===== config.mk =====
export PLATFORM = sky130hd
export DESIGN_NAME = amc_regs_top
export DESIGN_NICKNAME = d
export VERILOG_FILES = /design/src/common/amc_pkg.sv /design/src/design/amc_regs_top.sv
export VERILOG_INCLUDE_DIRS = /design/src /design/src/common
export SDC_FILE = /design/constraint.sdc
export NUM_CORES = 1
export LEC_CHECK = 0
export ABC_AREA = 1
export ABC_CLOCK_PERIOD_IN_PS = 1800
export BUFFER_PORTS_ARGS = -buffer_cell sky130_fd_sc_hd__buf_2
export CORE_MARGIN = 2
export CORE_UTILIZATION = 48
export DETAILED_ROUTE_END_ITERATION = 12
export GPL_TIMING_DRIVEN = 0
export PLACE_DENSITY = 0.81
export SYNTH_ARGS = -nofsm -noshare
export SYNTH_HDL_FRONTEND = slang
export SYNTH_SLANG_ARGS = --single-unit

===== constraint.sdc =====
create_clock -name aclk -period 1.8 [get_ports aclk]
set_clock_uncertainty 0.2 [all_clocks]
set_input_delay 0.18 -clock aclk [delete_from_list [all_inputs] [get_ports aclk]]
set_output_delay 0.18 -clock aclk [all_outputs]
set_load 0.02 [all_outputs]

===== src/common/amc_regs.svh =====
`ifndef AMC_REGS_SVH
`define AMC_REGS_SVH

// ****************************************
// Register indices (byte address divided by four)
// ****************************************
`define AMC_IDX_CTRL0 8'h00
`define AMC_IDX_CTRL1 8'h01
`define AMC_IDX_CTRL2 8'h02
`define AMC_IDX_CLKGATE 8'h03
`define AMC_IDX_STOP 8'h04

// ****************************************
// Field positions and write masks
// ****************************************
`define AMC_EN_BIT 7
`define AMC_LP_BIT 6
`define AMC_MASK_CTRL0 8'hc3
`define AMC_MASK_CTRL1 8'h1f
`define AMC_MASK_CTRL2 8'h77
`define AMC_MASK_CLKGATE 8'h01
`define AMC_MASK_STOP 8'h03

// ****************************************
// Reset values
// ****************************************
`define AMC_RST_CTRL0 8'h00
`define AMC_RST_CTRL1 8'h00
`define AMC_RST_CTRL2 8'h00
`define AMC_RST_CLKGATE 8'h01
`define AMC_RST_STOP 8'h00

// ****************************************
// Bus answers
// ****************************************
`define AMC_RESP_OKAY 2'b00
`define AMC_RESP_SLVERR 2'b10

`endif


===== src/common/amc_pkg.sv =====
package amc_pkg;

  // Amplifier configuration codes
  typedef enum logic [1:0] {
    AMC_CFG_BUFFER = 2'h0,
    AMC_CFG_INVERTING = 2'h1,
    AMC_CFG_GENERAL = 2'h2,
    AMC_CFG_NONINVERTING = 2'h3
  } amc_cfg_t;

  // Power state of the processor, as seen by the amplifier
  typedef enum logic [1:0] {
    AMC_PWR_RUN = 2'h0,
    AMC_PWR_WAIT = 2'h1,
    AMC_PWR_STOP3 = 2'h2,
    AMC_PWR_DEEP_STOP = 2'h3
  } amc_pwr_t;

  // Input route codes
  typedef enum logic [2:0] {
    AMC_ROUTE_PIN = 3'h0,
    AMC_ROUTE_FIRST_AMP = 3'h1,
    AMC_ROUTE_SECOND_AMP = 3'h2,
    AMC_ROUTE_RESERVED = 3'h3,
    AMC_ROUTE_DAC5 = 3'h4,
    AMC_ROUTE_DAC12 = 3'h5,
    AMC_ROUTE_SUPPLY = 3'h6,
    AMC_ROUTE_GROUND = 3'h7
  } amc_route_t;

  typedef enum logic [1:0] {
    AMC_WR_IDLE,
    AMC_WR_RESP
  } amc_wr_t;

  // Whole state of the register bank
  typedef struct packed {
    logic [7:0] ctrl0;
    logic [7:0] ctrl1;
    logic [7:0] ctrl2;
    logic [7:0] clkgate;
    logic [7:0] stop;
    logic aw_held;
    logic [7:0] aw_idx;
    logic aw_bad;
    logic w_held;
    logic [31:0] w_data;
    logic [3:0] w_strb;
    amc_wr_t wr;
    logic [1:0] bresp;
    logic rvalid;
    logic [31:0] rdata;
    logic [1:0] rresp;
  } amc_state_t;

endpackage


===== src/design/amc_regs_top.sv =====
// The AXI4-Lite register port was chosen for this implementation.
`timescale 1ns/1ps
`include "amc_regs.svh"
// Functional notes
// - Three control registers at offsets 0,1,2
// - Bit 7 clear keeps amplifier unpowered
// - Enable ignored in deep stop only
// - Bit 6 selects low power over speed
// - Bits 1:0 choose the amplifier configuration
// - Register 2 bits 6:4 route positive input
// - Register 2 bits 2:0 route negative input
// - Gain follows mode and resistor selects
// - Enable low keeps stop3/wait unpowered
// - Own clock gate bit, set after reset
module amc_regs_top (
  input wire logic aclk,
  input wire logic aresetn,
  input wire logic [31:0] s_axi_awaddr,
  input wire logic s_axi_awvalid,
  output logic s_axi_awready,
  input wire logic [31:0] s_axi_wdata,
  input wire logic [3:0] s_axi_wstrb,
  input wire logic s_axi_wvalid,
  output logic s_axi_wready,
  output logic [1:0] s_axi_bresp,
  output logic s_axi_bvalid,
  input wire logic s_axi_bready,
  input wire logic [31:0] s_axi_araddr,
  input wire logic s_axi_arvalid,
  output logic s_axi_arready,
  output logic [31:0] s_axi_rdata,
  output logic [1:0] s_axi_rresp,
  output logic s_axi_rvalid,
  input wire logic s_axi_rready,
  output logic amp_power_enable,
  output logic low_power_select,
  output amc_pkg::amc_cfg_t amp_config,
  output logic [1:0] input_resistor_select,
  output logic [2:0] feedback_resistor_select,
  output logic [5:0] gain_halves,
  output logic gain_valid,
  output amc_pkg::amc_route_t positive_input_route,
  output amc_pkg::amc_route_t negative_input_route,
  output logic bus_clock_enable
);
  import amc_pkg::*;

  amc_state_t state;
  amc_state_t next_state;

  // ****************************************
  // Address decode and gain lookup
  // ****************************************

  // Byte address to register index; only addresses below 0x14 map, bits 1:0 ignored
  function automatic logic [8:0] decode(input logic [31:0] addr);
    logic [7:0] idx;
    logic bad;
    idx = addr[9:2];
    bad = (addr[31:10] != 22'h000000) || (idx > `AMC_IDX_STOP);
    decode = {bad, idx};
  endfunction

  // Write mask per register keeps reserved bits at zero
  function automatic logic [7:0] wmask(input logic [7:0] idx);
    case (idx)
      `AMC_IDX_CTRL0: wmask = `AMC_MASK_CTRL0;
      `AMC_IDX_CTRL1: wmask = `AMC_MASK_CTRL1;
      `AMC_IDX_CTRL2: wmask = `AMC_MASK_CTRL2;
      `AMC_IDX_CLKGATE: wmask = `AMC_MASK_CLKGATE;
      `AMC_IDX_STOP: wmask = `AMC_MASK_STOP;
      default: wmask = 8'h00;
    endcase
  endfunction

  // Gain in halves (7/2 -> 7); zero means no defined gain
  // Six bits, since the largest gain (17) doubles to 34
  function automatic logic [5:0] gain_lookup(input logic [1:0] cfg, input logic [1:0] ri,
                                             input logic [2:0] rf);
    logic [5:0] g;
    g = 6'h00;
    if (cfg == AMC_CFG_INVERTING && ri == 2'h0) begin
      case (rf)
        3'h1: g = 6'h06;
        3'h2: g = 6'h0a;
        3'h3: g = 6'h10;
        3'h4: g = 6'h18;
        3'h5: g = 6'h20;
        default: g = 6'h00;
      endcase
    end else if (cfg == AMC_CFG_INVERTING && ri == 2'h1) begin
      case (rf)
        3'h1: g = 6'h02;
        3'h2: g = 6'h04;
        3'h3: g = 6'h07;
        3'h4: g = 6'h0b;
        3'h5: g = 6'h0f;
        default: g = 6'h00;
      endcase
    end else if (cfg == AMC_CFG_NONINVERTING && ri == 2'h0) begin
      case (rf)
        3'h1: g = 6'h08;
        3'h2: g = 6'h0c;
        3'h3: g = 6'h12;
        3'h4: g = 6'h1a;
        3'h5: g = 6'h22;
        default: g = 6'h00;
      endcase
    end else if (cfg == AMC_CFG_NONINVERTING && ri == 2'h1) begin
      case (rf)
        3'h1: g = 6'h04;
        3'h2: g = 6'h06;
        3'h3: g = 6'h09;
        3'h4: g = 6'h0d;
        3'h5: g = 6'h11;
        default: g = 6'h00;
      endcase
    end
    gain_lookup = g;
  endfunction

  // ****************************************
  // Next-state logic
  // ****************************************

  // Bus slave: address and data latched in either order, one answer each
  always_comb begin
    logic [8:0] dec;
    logic [7:0] m;
    logic [7:0] wbyte;
    logic [7:0] rbyte;
    dec = 9'h000;
    m = 8'h00;
    wbyte = 8'h00;
    rbyte = 8'h00;
    next_state = state;
    if (s_axi_awvalid && s_axi_awready) begin
      dec = decode(s_axi_awaddr);
      next_state.aw_held = 1'b1;
      next_state.aw_idx = dec[7:0];
      next_state.aw_bad = dec[8];
    end
    if (s_axi_wvalid && s_axi_wready) begin
      next_state.w_held = 1'b1;
      next_state.w_data = s_axi_wdata;
      next_state.w_strb = s_axi_wstrb;
    end
    case (state.wr)
      AMC_WR_IDLE: begin
        if (state.aw_held && state.w_held) begin
          next_state.aw_held = 1'b0;
          next_state.w_held = 1'b0;
          next_state.wr = AMC_WR_RESP;
          next_state.bresp = state.aw_bad ? `AMC_RESP_SLVERR : `AMC_RESP_OKAY;
          // Only the low byte lane carries register data
          if (!state.aw_bad && state.w_strb[0]) begin
            m = wmask(state.aw_idx);
            wbyte = state.w_data[7:0] & m;
            case (state.aw_idx)
              `AMC_IDX_CTRL0: next_state.ctrl0 = wbyte;
              `AMC_IDX_CTRL1: next_state.ctrl1 = wbyte;
              `AMC_IDX_CTRL2: next_state.ctrl2 = wbyte;
              `AMC_IDX_CLKGATE: next_state.clkgate = wbyte;
              `AMC_IDX_STOP: next_state.stop = wbyte;
              default: next_state.stop = state.stop;
            endcase
          end
        end
      end
      AMC_WR_RESP: begin
        if (s_axi_bready) begin
          next_state.wr = AMC_WR_IDLE;
        end
      end
      default: next_state.wr = AMC_WR_IDLE;
    endcase
    // Reads answer one cycle after the address is taken
    if (s_axi_arvalid && s_axi_arready) begin
      dec = decode(s_axi_araddr);
      case (dec[7:0])
        `AMC_IDX_CTRL0: rbyte = state.ctrl0;
        `AMC_IDX_CTRL1: rbyte = state.ctrl1;
        `AMC_IDX_CTRL2: rbyte = state.ctrl2;
        `AMC_IDX_CLKGATE: rbyte = state.clkgate;
        `AMC_IDX_STOP: rbyte = state.stop;
        default: rbyte = 8'h00;
      endcase
      next_state.rvalid = 1'b1;
      next_state.rdata = dec[8] ? 32'h00000000 : {24'h000000, rbyte};
      next_state.rresp = dec[8] ? `AMC_RESP_SLVERR : `AMC_RESP_OKAY;
    end else if (state.rvalid && s_axi_rready) begin
      next_state.rvalid = 1'b0;
    end
  end

  // ****************************************
  // State register
  // ****************************************

  // Synchronous reset; clock gate bit comes up set
  always_ff @(posedge aclk) begin
    if (!aresetn) begin
      state <= '0;
      state.ctrl0 <= `AMC_RST_CTRL0;
      state.ctrl1 <= `AMC_RST_CTRL1;
      state.ctrl2 <= `AMC_RST_CTRL2;
      state.clkgate <= `AMC_RST_CLKGATE;
      state.stop <= `AMC_RST_STOP;
      state.wr <= AMC_WR_IDLE;
    end else begin
      state <= next_state;
    end
  end

  // ****************************************
  // Outputs
  // ****************************************

  // Holding a taken item blocks the next one until the write completes
  assign s_axi_awready = !state.aw_held && state.wr == AMC_WR_IDLE;
  assign s_axi_wready = !state.w_held && state.wr == AMC_WR_IDLE;
  assign s_axi_bvalid = state.wr == AMC_WR_RESP;
  assign s_axi_bresp = state.bresp;
  assign s_axi_arready = !state.rvalid;
  assign s_axi_rvalid = state.rvalid;
  assign s_axi_rdata = state.rdata;
  assign s_axi_rresp = state.rresp;

  // Deep stop forces power off regardless; stop3 and wait follow the bit
  assign amp_power_enable = state.ctrl0[`AMC_EN_BIT] &&
                            (state.stop[1:0] != AMC_PWR_DEEP_STOP);
  assign low_power_select = state.ctrl0[`AMC_LP_BIT];
  assign amp_config = amc_cfg_t'(state.ctrl0[1:0]);
  assign input_resistor_select = state.ctrl1[1:0];
  assign feedback_resistor_select = state.ctrl1[4:2];
  assign gain_halves = gain_lookup(state.ctrl0[1:0], state.ctrl1[1:0], state.ctrl1[4:2]);
  assign gain_valid = gain_halves != 6'h00;
  assign positive_input_route = amc_route_t'(state.ctrl2[6:4]);
  assign negative_input_route = amc_route_t'(state.ctrl2[2:0]);
  assign bus_clock_enable = state.clkgate[0];

endmodule


==> results.py, run 1 <==
metrics = {
    "floorplanning": {
        "core_area_um2": 7770,
        "dieArea_um2": 8780,
        "core.rowCount": 32,
        "dieWidth_um": 93.7,
        "start_util": 0.497,
        "io_pins": 171,
        "die_height_um": 93.7,
    },
    "place": {
        "dp_cells": 797,
        "port_buffers": 112,
        "place_hpwl_um": 7420,
        "place.gp.congestion": 0.856,
    },
    "synthesis": {
        "synthCells": 558,
        "synth_cell_types": 38,
        "syn_area_per_cell_um2": 6.92,
        "ys_top_cells_by_area": "dfxtp_1, buf_4, nand2_1",
        "synth_edf_count": 0,
        "muxShareOfSynthArea": 0,
        "ys_top_cells_by_count": "nand2_1, nor2_1, dfxtp_1, nand3_1, inv_1",
        "async_flop_share": 0,
        "synth-simple-area-share": 0.351,
        "synth-xor-area-share": 0,
        "synthFlopType": "dfxtp_1",
        "synthDominantCellAreaShare": 0.373,
        "synth_most_common_cell": "nand2_1",
        "synth_top_area_cell": "dfxtp_1",
        "ys_seq_area_frac": 0.373,
        "synth_top_family_by_area": "simple AND/OR/NAND/NOR gates",
        "ys_ff_latch": 72,
        "synth_compound_area_frac": 0.0926,
        "synth.cell_area_um2": 3860,
        "yosys.area_share.adder": 0.00972,
        "synth_warnings": 0,
    },
    "power": {
        "p_clk_frac": 0.347,
        "p_sw_uw": 950,
        "p_total_mw": 3.38,
        "pwr-share-seq": 0.496,
        "p_leak_nw": 2.84,
        "power.density_nw_per_um2": 634,
        "peakVddDrop_mv": 0.479,
        "swShare": 0.281,
        "p_comb_frac": 0.157,
        "power.internal_mw": 2.43,
    },
    "timing": {
        "rsz0062_at_grt": "yes",
        "relSlewSlack": 0.647,
        "post-route-period-util": 1.19,
        "worst_pin_slew_ns": 0.530,
        "setup_ws_ns": -0.344,
        "min_period_ns": 2.14,
        "drv_slew": 0,
        "setup_violations": 5,
        "finalHoldViolCount": 0,
        "clock.fmax_mhz": 466,
    },
    "finish": {
        "area_growth_pct": 38.1,
        "antennaDiodeCount": 0,
        "layout.nets": 850,
        "drive_gt1_frac": 0.346,
        "instances_no_fill": 847,
        "finish.utilization": 0.687,
    },
    "critical_path": {
        "crit_arrival_ns": 1.76,
        "worst_setup_path_start_kind": "flip-flop",
        "r2r_cells": 8,
        "worstPathMaxFanout": 5,
        "crit_start": "feedback_resistor_select[1]$_SDFFE_PN0P_",
        "worst_setup_path_end_kind": "output pin",
        "crit_type": "flip-flop to output pin",
        "rr_startpoint": "state[81]$_SDFFE_PN0P_",
        "cp.required_ns": 1.42,
    },
    "routing": {
        "drt-initial-drc-count": 228,
        "vias": 4147,
        "wl_per_cell_um": 12.6,
        "drt_pass1_iterations": 5,
        "drc": 0,
        "wl_um": 10700,
        "drtAntennaViolNets": 0,
        "vias_per_cell": 4.90,
    },
    "cts": {
        "cts_tree": "done",
        "cts_buffer_depth": 2,
        "clkLatencyLatePin_ns": 0.35,
        "cts-root-buf": "clkbuf_8",
        "numCtsBuffers": 9,
        "cts_sinks": 72,
        "cts_max_level": 3,
        "path_clk_slew_ns": 0.08,
    },
    "global_route": {
        "grt_max_degree": 13,
        "grt_pass1_wl_um": 16600,
        "grt_pass1_vias": 3786,
        "grt.total_usage": 0.240,
        "grt_overflow_total": 0,
        "antenna_found_initial": 0,
    },
    "outcome": {
        "failed_checks": "negative setup slack",
        "outcome": "finished, violations left",
    },
    "hold_path": {
        "hp-start": "s_axi_arvalid",
        "whs_path_depth": 4,
        "holdCritPathClass": "input port to flip-flop",
    },
    "job": {
        "cap_violations": 0,
    },
}
==> per-layer routing <==
metal	track usage	vias to the layer above	part of all wire
met5	0	-	0
met4	0.0894	0	0.027
met3	0.0522	28	0.073
met2	0.437	194	0.50
met1	0.273	1849	0.40
li1	-	2076	-
==> repair_timing <==
action                     in CTS  in global routing
pin swaps                       5                 10
hold endpoints to repair       20                  0
hold buffers                   27                  0
setup buffers                   4                  3
resized for setup              22                 28
setup endpoints to repair       5                 16
==> layout make-up <==
class	count	area, um^2
Clock buffer	11	151
Fill cell	627	2430
Tap cell	102	128
Buffer	62	427
Timing Repair Buffer	146	918
Sequential cell	72	1460
Inverter	61	246
Clock inverter	5	31.3
Multi-Input combinational cell	388	1980
==> path summary, 6_finish.rpt <==
| check | to | slack (ns) |
|---|---|---|
| max reg2reg | state[93]$_SDFFE_PN0P_ | 0.17 |
| min reg2reg | state[123]$_SDFFE_PN0P_ | 0.24 |
| min | s_axi_rvalid$_SDFFE_PN0P_ | 0.04 |
| max | gain_valid | -0.34 |
==> power groups by stage <==
stage               registers [mW]  logic (mW)  clock network, mW
finish                        1.68       0.532               1.17
global placement              1.72       0.460                  0
floorplan                     1.71       0.325                  0
detailed placement            1.72       0.472                  0
global route                  1.68       0.584               1.26
CTS                           1.68       0.519               1.19
==> per-stage QoR <==
| stage | instance area (um^2) | hold slack [ns] | setup TNS, ns | setup slack (ns) |
|---|---|---|---|---|
| 3_3_place_gp | 4670 | 0.226 | 0 | 0.0257 |
| 5_1_grt | 5340 | 0.0578 | -1.69 | -0.416 |
| 2_1_floorplan | 3990 | 0.145 | 0 | 0.00978 |
| 3_5_place_dp | 4670 | 0.237 | -0.0371 | -0.0371 |
| 6_report | 5340 | 0.0422 | -1.35 | -0.344 |
| 4_1_cts | 5210 | 0.0375 | -0.968 | -0.291 |
==> sequential cells by signal, summed over array words and instances, names as in the netlist, 2 cells and up <==
| signal | cells |
|---|---|
| positive_input_route | 3 |
| input_resistor_select | 2 |
| negative_input_route | 3 |
| s_axi_rdata | 8 |
| feedback_resistor_select | 3 |
| state | 46 |
| amp_config | 2 |
==> cells in the final DEF, fill, tap and decap left out, types with 2 or more instances in the layout <==
master and instances:
buf_2 112, nand2_1 87, nor2_1 83, dfxtp_1 65, nand3_1 61, buf_4 56, inv_1 46, o21ai_0 31
dlygate4sd3_1 27, conb_1 26, a21oi_1 24, nor2_2 13, clkbuf_8 11, inv_2 8, nand3_2 8, o21ai_1 8
nor2_4 6, buf_6 6, nand2_2 5, nor3_1 5, clkbuf_1 5, clkinv_2 5, nand2_4 4, dfxtp_2 4
nand4_1 3, dfxtp_4 3, inv_6 2, buf_1 2, nand4_4 2, clkinv_4 2, nor4_1 2, and3_1 2
or2_2 2, clkinv_1 2, ha_1 2
==> cell families after synthesis <==
logic type               count (synthesis)
AO/OA/AOI/OAI                           69
adder cells (fa/ha/maj)                  3
buffers and inverters                  123
flip-flops                              72
other                                    1
AND/OR/NAND/NOR                        290
==> critical path, stage by stage (launching register included) <==
cell and delay [ns]:
dfxtp_4 0.38, inv_6 0.05, ha_4 0.29, nor2_1 0.07, nand2_1 0.08, nand4_1 0.17
nor2_2 0.16, nand3_2 0.08, buf_6 0.13
Note: power is estimated with default switching activity, not from simulation.
==> inputs of run 2 (changes only) <==
--- a/config.mk
+++ b/config.mk
@@ -6,11 +6,10 @@
 export SDC_FILE = /design/constraint.sdc
 export NUM_CORES = 1
 export LEC_CHECK = 0
-export ABC_AREA = 1
 export ABC_CLOCK_PERIOD_IN_PS = 1800
 export BUFFER_PORTS_ARGS = -buffer_cell sky130_fd_sc_hd__buf_2
 export CORE_MARGIN = 2
-export CORE_UTILIZATION = 48
+export CORE_UTILIZATION = 47
 export DETAILED_ROUTE_END_ITERATION = 12
 export GPL_TIMING_DRIVEN = 0
 export PLACE_DENSITY = 0.81
==> run 2 against run 1 <==
Against the previous run: the flow still finishes with violations (negative setup slack); first-iteration DRC count decreased by 11%; clock power increased by 5%; synthesized cell count decreased by 24%; sequential share of layout area decreased by 1.7 points; register-to-register slack got worse by 0.67 ns; final area increased by 6.3%; critical path depth unchanged; worst hold slack improved by 0.034 ns; sequential power about the same; core utilization increased by 5.9 points.
==> results.py, run 2 <==
metrics = {
    "routing": {
        "vias_per_cell": 5.15,
        "wl_per_cell_um": 15.0,
        "drtAntennaViolNets": 0,
        "vias": 3830,
        "wl_um": 11100,
        "drc": 0,
        "drt_pass1_iterations": 5,
        "drt-initial-drc-count": 204,
    },
    "cts": {
        "clkLatencyLatePin_ns": 0.35,
        "cts_buffer_depth": 2,
        "cts_tree": "done",
        "numCtsBuffers": 9,
        "cts_sinks": 72,
        "cts-root-buf": "clkbuf_8",
        "cts_max_level": 3,
        "path_clk_slew_ns": 0.09,
    },
    "synthesis": {
        "syn_area_per_cell_um2": 8.63,
        "async_flop_share": 0,
        "synth_edf_count": 0,
        "synth-simple-area-share": 0.248,
        "synth_warnings": 0,
        "synth_top_area_cell": "dfxtp_1",
        "synthDominantCellAreaShare": 0.396,
        "synthFlopType": "dfxtp_1",
        "synth_compound_area_frac": 0.138,
        "synth_cell_types": 47,
        "ys_seq_area_frac": 0.396,
        "ys_top_cells_by_count": "dfxtp_1, nand2_1, buf_4, a21oi_1, o21ai_0",
        "muxShareOfSynthArea": 0.0687,
        "ys_top_cells_by_area": "dfxtp_1, buf_4, a21oi_1",
        "yosys.area_share.adder": 0.0131,
        "ys_ff_latch": 72,
        "synth_top_family_by_area": "simple AND/OR/NAND/NOR gates",
        "synth_most_common_cell": "dfxtp_1",
        "synth.cell_area_um2": 3640,
        "synth-xor-area-share": 0.00240,
        "synthCells": 422,
    },
    "finish": {
        "layout_common_cells": "buf_2, dfxtp_1, buf_4, nand2_1, dlygate4sd3_1",
        "seq_area_um2": 1460,
        "layout_commonest_cell": "buf_2",
        "area_growth_pct": 55.8,
        "largest_reg_flops": 46,
        "regMostFlops": "state",
        "layout.nets": 746,
        "multi_input_area_um2": 2050,
        "nFillCells": 578,
        "drive_gt1_frac": 0.427,
        "antennaDiodeCount": 0,
    },
    "outcome": {
        "failed_checks": "negative setup slack",
        "outcome": "finished, violations left",
    },
    "critical_path": {
        "worst_setup_path_end_kind": "output pin",
        "worst_setup_path_start_kind": "flip-flop",
        "cpPeakStageDelay_ns": 0.55,
        "worstPathMaxFanout": 5,
        "critical_path.top_delay_family": "simple AND/OR/NAND/NOR gates",
        "crit_type": "flip-flop to output pin",
        "r2r_cells": 4,
        "crit_arrival_ns": 2.35,
        "cp.required_ns": 1.42,
        "path_cells": "clkbuf_16 > inv_8 > ha_4 > or4bb_4 > nor3_2 > o32a_1 > or4b_4 > buf_6",
        "path_buf_inv": 3,
        "cp_num_cells": 8,
        "slowest_stage": "or4b_4",
    },
    "timing": {
        "clock.fmax_mhz": 366,
        "relSlewSlack": 0.421,
        "setup_ws_ns": -0.934,
        "setup_tns_ns": -15.77,
        "worst_pin_slew_ns": 0.863,
        "setup_violations": 47,
        "drv_slew": 0,
        "holdWs_ns": 0.0760,
        "min_period_ns": 2.73,
        "finalHoldViolCount": 0,
        "post-route-period-util": 1.52,
        "rsz0062_at_grt": "yes",
    },
    "global_route": {
        "grt_overflow_total": 0,
        "antenna_found_initial": 0,
        "grt_pass1_wl_um": 17300,
        "grt_max_degree": 16,
        "grt.total_usage": 0.259,
        "grt_pass1_vias": 3730,
    },
    "power": {
        "peakVddDrop_mv": 0.430,
        "p_total_mw": 3.46,
        "power.density_nw_per_um2": 610,
        "p_leak_nw": 2.47,
    },
    "place": {
        "pre_cts_ws_ns": -0.776,
        "place_hpwl_um": 7140,
        "port_buffers": 111,
        "place.gp.congestion": 0.856,
    },
    "floorplanning": {
        "core_area_um2": 7610,
        "start_util": 0.479,
        "dieArea_um2": 8470,
        "die_height_um": 92.0,
        "core.rowCount": 32,
        "io_pins": 171,
        "dieWidth_um": 92.0,
    },
    "hold_path": {
        "whs_path_depth": 3,
        "holdCritPathClass": "input port to flip-flop",
    },
    "job": {
        "cap_violations": 0,
    },
}
==> run 2: cell types whose count changed after synthesis, moves of 16 or more <==
| cell | delta |
|---|---|
| nand2_1 | -43 |
| nand3_1 | -55 |
| nor2_1 | -73 |
| inv_1 | -42 |
| and2_1 | +16 |
==> run 2: what timing repair did <==
action,in CTS,in global routing
endpoints found under the setup margin,47,47
setup buffers,15,10
hold buffers,43,0
hold endpoints to repair,21,0
gates cloned,2,0
pin swaps,33,19
gates resized for setup,51,36
==> run 2: cell type report <==
| type | instances | area share |
|---|---|---|
| buffer | 67 | 0.0887 |
| clock buffer | 9 | 0.0218 |
| clock inverter | 7 | 0.0108 |
| inverter | 11 | 0.00860 |
| multi-input combinational | 295 | 0.362 |
| sequential | 72 | 0.257 |
| tap | 102 | 0.0225 |
| timing repair buffer | 180 | 0.229 |
==> run 2: power by group <==
part	internal [mW]	switching, mW
clock network	0.529	0.700
registers	1.63	0.0383
logic	0.277	0.291
total	2.43	1.03
==> run 2: metal layers <==
layer | GRT usage | part of all wire | vias to the layer above
li1 | - | - | 1858
met1 | 0.280 | 0.39 | 1760
met2 | 0.487 | 0.52 | 191
met3 | 0.0690 | 0.072 | 21
met4 | 0.0846 | 0.017 | 0
met5 | 0 | 0 | -
==> run 2: logic make-up (layout without fill, tap and decap cells) <==
family / after synthesis / after routing
compound gates: 88 / 88
xor+xnor: 1 / 1
fa+ha+maj: 4 / 4
buf+inv: 80 / 274
flops: 72 / 72
mux: 15 / 15
other cells: 1 / 26
simple gates: 161 / 161
==> run 2: path summary, 6_finish.rpt <==
check | startpoint | endpoint | slack [ns]
worst max-delay path | feedback_resistor_select[1]$_SDFFE_PN0P_ | gain_valid | -0.93
worst min-delay path | aresetn | s_axi_rdata[7]$_SDFFE_PN0P_ | 0.08
worst max register to register | state[81]$_SDFFE_PN0P_ | state[105]$_SDFFE_PN0P_ | -0.50
worst min register to register | s_axi_rdata[1]$_SDFFE_PN0P_ | s_axi_rdata[1]$_SDFFE_PN0P_ | 0.26
==> run 2: through the flow <==
stage	instance area, um^2	cells	util
CTS	5480	734	0.721
finish	5670	743	0.746
global route	5670	743	0.746
global placement	4510	660	0.592
detailed placement	4510	660	0.592
floorplan	3820	447	-
==> run 2: worst reg2reg max path: cells and delay by family, from the launching register on <==
family,cells,cell delay (ns)
simple gates,4,1.68
flops,1,0.32
==> inputs of run 3 (changes only) <==
--- a/config.mk
+++ b/config.mk
@@ -6,13 +6,13 @@
 export SDC_FILE = /design/constraint.sdc
 export NUM_CORES = 1
 export LEC_CHECK = 0
-export ABC_CLOCK_PERIOD_IN_PS = 1800
+export ABC_CLOCK_PERIOD_IN_PS = 3250
 export BUFFER_PORTS_ARGS = -buffer_cell sky130_fd_sc_hd__buf_2
+export CAP_MARGIN = 10
 export CORE_MARGIN = 2
-export CORE_UTILIZATION = 47
+export CORE_UTILIZATION = 50
 export DETAILED_ROUTE_END_ITERATION = 12
-export GPL_TIMING_DRIVEN = 0
-export PLACE_DENSITY = 0.81
+export PLACE_DENSITY = 0.85
 export SYNTH_ARGS = -nofsm -noshare
 export SYNTH_HDL_FRONTEND = slang
 export SYNTH_SLANG_ARGS = --single-unit
==> constraint.sdc (replaced) <==
create_clock -name aclk -period 3.25 [get_ports aclk]
set_clock_uncertainty 0.2 [all_clocks]
set_input_delay 0.325 -clock aclk [delete_from_list [all_inputs] [get_ports aclk]]
set_output_delay 0.325 -clock aclk [all_outputs]
set_load 0.02 [all_outputs]
==> run 3 against run 2 <==
Against the previous run: the run now ends clean; sequential share of layout area grew 8.5 points; final area shrank 26%; die area shrank 5.7%; worst setup slack gained 1.1 ns; largest power group unchanged; worst hold slack lost 0.058 ns.
==> results.py, run 3 (synthesis gave the netlist of run 2 again) <==
metrics = {
    "outcome": {
        "outcome": "complete, no violations",
    },
    "timing": {
        "drv_slew": 0,
        "relSlewSlack": 0.452,
        "finalHoldViolCount": 0,
        "min_period_ns": 3.13,
        "setup_tns_ns": 0,
        "setup_violations": 0,
        "post-route-period-util": 0.964,
        "holdWs_ns": 0.0176,
        "clock.fmax_mhz": 319,
        "rsz0062_at_grt": "no",
        "worst_pin_slew_ns": 0.811,
    },
    "power": {
        "power.density_nw_per_um2": 428,
        "p_leak_nw": 1.79,
        "peakVddDrop_mv": 0.303,
        "p_total_mw": 1.81,
    },
    "routing": {
        "vias": 3278,
        "wl_per_cell_um": 13.7,
        "vias_per_cell": 5.37,
        "wl_um": 8350,
        "drc": 0,
        "drt_pass1_iterations": 4,
        "drtAntennaViolNets": 0,
        "drt-initial-drc-count": 321,
    },
    "critical_path": {
        "worst_setup_path_end_kind": "output pin",
        "regToRegSetupSlack_ns": 0.72,
        "slowest_stage": "or4b_2",
        "worstPathMaxFanout": 12,
        "cp.required_ns": 2.72,
        "crit_top_cell": "or4b_2",
        "critical_path.top_delay_family": "simple AND/OR/NAND/NOR gates",
        "cpPeakStageDelay_ns": 0.67,
        "path_cells": "ha_1 > or4b_2 > a211o_1 > o211ai_1 > or4b_2 > buf_2",
        "r2r_cells": 4,
        "rr_startpoint": "state[81]$_SDFFE_PN0P_",
        "rr_endpoint": "state[109]$_SDFFE_PN0P_",
        "crit_type": "flip-flop to output pin",
        "path_buf_inv": 1,
        "worst_setup_path_start_kind": "flip-flop",
        "crit_arrival_ns": 2.61,
    },
    "global_route": {
        "grt_overflow_total": 0,
        "grt_max_degree": 45,
        "antenna_found_initial": 0,
        "grt_pass1_wl_um": 13100,
        "grt_pass1_vias": 2978,
        "grt.total_usage": 0.213,
    },
    "hold_path": {
        "hp-start": "s_axi_wstrb[0]",
        "hold_end": "state[39]$_SDFFE_PN0P_",
        "whs_path_depth": 3,
        "holdCritPathClass": "input port to flip-flop",
    },
    "place": {
        "place.gp.congestion": 0.912,
        "place_area_um2": 4020,
        "place_hpwl_um": 6490,
        "port_buffers": 113,
    },
    "finish": {
        "antennaDiodeCount": 0,
        "fin_area_um2": 4220,
        "regMostFlops": "state",
        "multi_input_area_um2": 1810,
        "seq_area_um2": 1440,
        "drive_gt1_frac": 0.295,
        "largest_reg_flops": 46,
        "nFillCells": 670,
        "area_growth_pct": 15.7,
        "layout_common_cells": "buf_2, dfxtp_1, nand2_1, a21oi_1",
        "layout_commonest_cell": "buf_2",
        "layout.nets": 617,
    },
    "cts": {
        "clkLatencyLatePin_ns": 0.35,
        "cts_sinks": 72,
        "cts_max_level": 3,
        "cts_buffer_depth": 2,
        "cts_hold_buf": 0,
        "cts_tree": "done",
        "path_clk_slew_ns": 0.07,
        "cts-root-buf": "clkbuf_8",
        "numCtsBuffers": 9,
        "cts_resized": 0,
        "post-cts-setup-buffers": 0,
    },
    "floorplanning": {
        "core_area_um2": 7140,
        "die_height_um": 89.4,
        "dieArea_um2": 7980,
        "core.rowCount": 31,
        "start_util": 0.510,
        "io_pins": 171,
        "dieWidth_um": 89.4,
    },
    "job": {
        "cap_violations": 0,
    },
}
-- run 3: cell count changes in the layout (fill, tap and decap cells not counted), sizes merged --
| cell | change |
|---|---|
| buf | -69 |
| bufinv | +1 |
| clkbuf | -16 |
| clkinv | +1 |
| clkinvlp | +1 |
| dlygate4sd3 | -43 |
| inv | -5 |
-- run 3: area by class of cell --
cell class,instances,share of cell area
clock inverters,5,0.0137
multi-input cells,295,0.430
well taps,99,0.0294
inverters,11,0.00980
flip-flops and latches,72,0.342
repair buffers,118,0.143
clock buffers,10,0.0327
-- run 3: metrics by stage --
stage          utilization  setup slack (ns)  cells
3_3_place_gp         0.563             0.551    595
3_5_place_dp         0.563             0.511    595
2_1_floorplan            -             0.223    447
6_report             0.591             0.116    610
4_1_cts              0.591             0.130    610
5_1_grt              0.591            0.0240    610
-- run 3: worst reg2reg max path, stage by stage (launching register included) --
cell,delay (ns)
dfxtp_1,0.32
or4_4,0.58
or4_4,0.62
or4b_1,0.52
and3_1,0.20
-- run 3: per-layer routing --
metal / vias up / GRT usage / share of wire
met5: - / 0 / 0
met4: 0 / 0.0678 / 0.013
met3: 12 / 0.0600 / 0.083
met2: 179 / 0.386 / 0.50
met1: 1491 / 0.242 / 0.40
li1: 1596 / - / -
-- run 3: worst max path at each step --
stage / slack, ns / from / endpoint / cells after the start
2_1_floorplan: 0.22 / feedback_resistor_select[1]$_SDFFE_PN0P_ / gain_valid / 7
3_3_place_gp: 0.55 / feedback_resistor_select[2]$_SDFFE_PN0P_ / gain_valid / 6
3_5_place_dp: 0.51 / feedback_resistor_select[2]$_SDFFE_PN0P_ / gain_valid / 6
4_1_cts: 0.13 / feedback_resistor_select[2]$_SDFFE_PN0P_ / gain_valid / 6
5_1_grt: 0.02 / feedback_resistor_select[2]$_SDFFE_PN0P_ / gain_valid / 6
6_report: 0.12 / feedback_resistor_select[2]$_SDFFE_PN0P_ / gain_valid / 6
-- run 3: power breakdown --
group / switching (mW) / leakage, nW / internal, mW
Clock: 0.321 / 0.0904 / 0.369
Combinational: 0.120 / 1.11 / 0.0711
Sequential: 0.0223 / 0.584 / 0.902
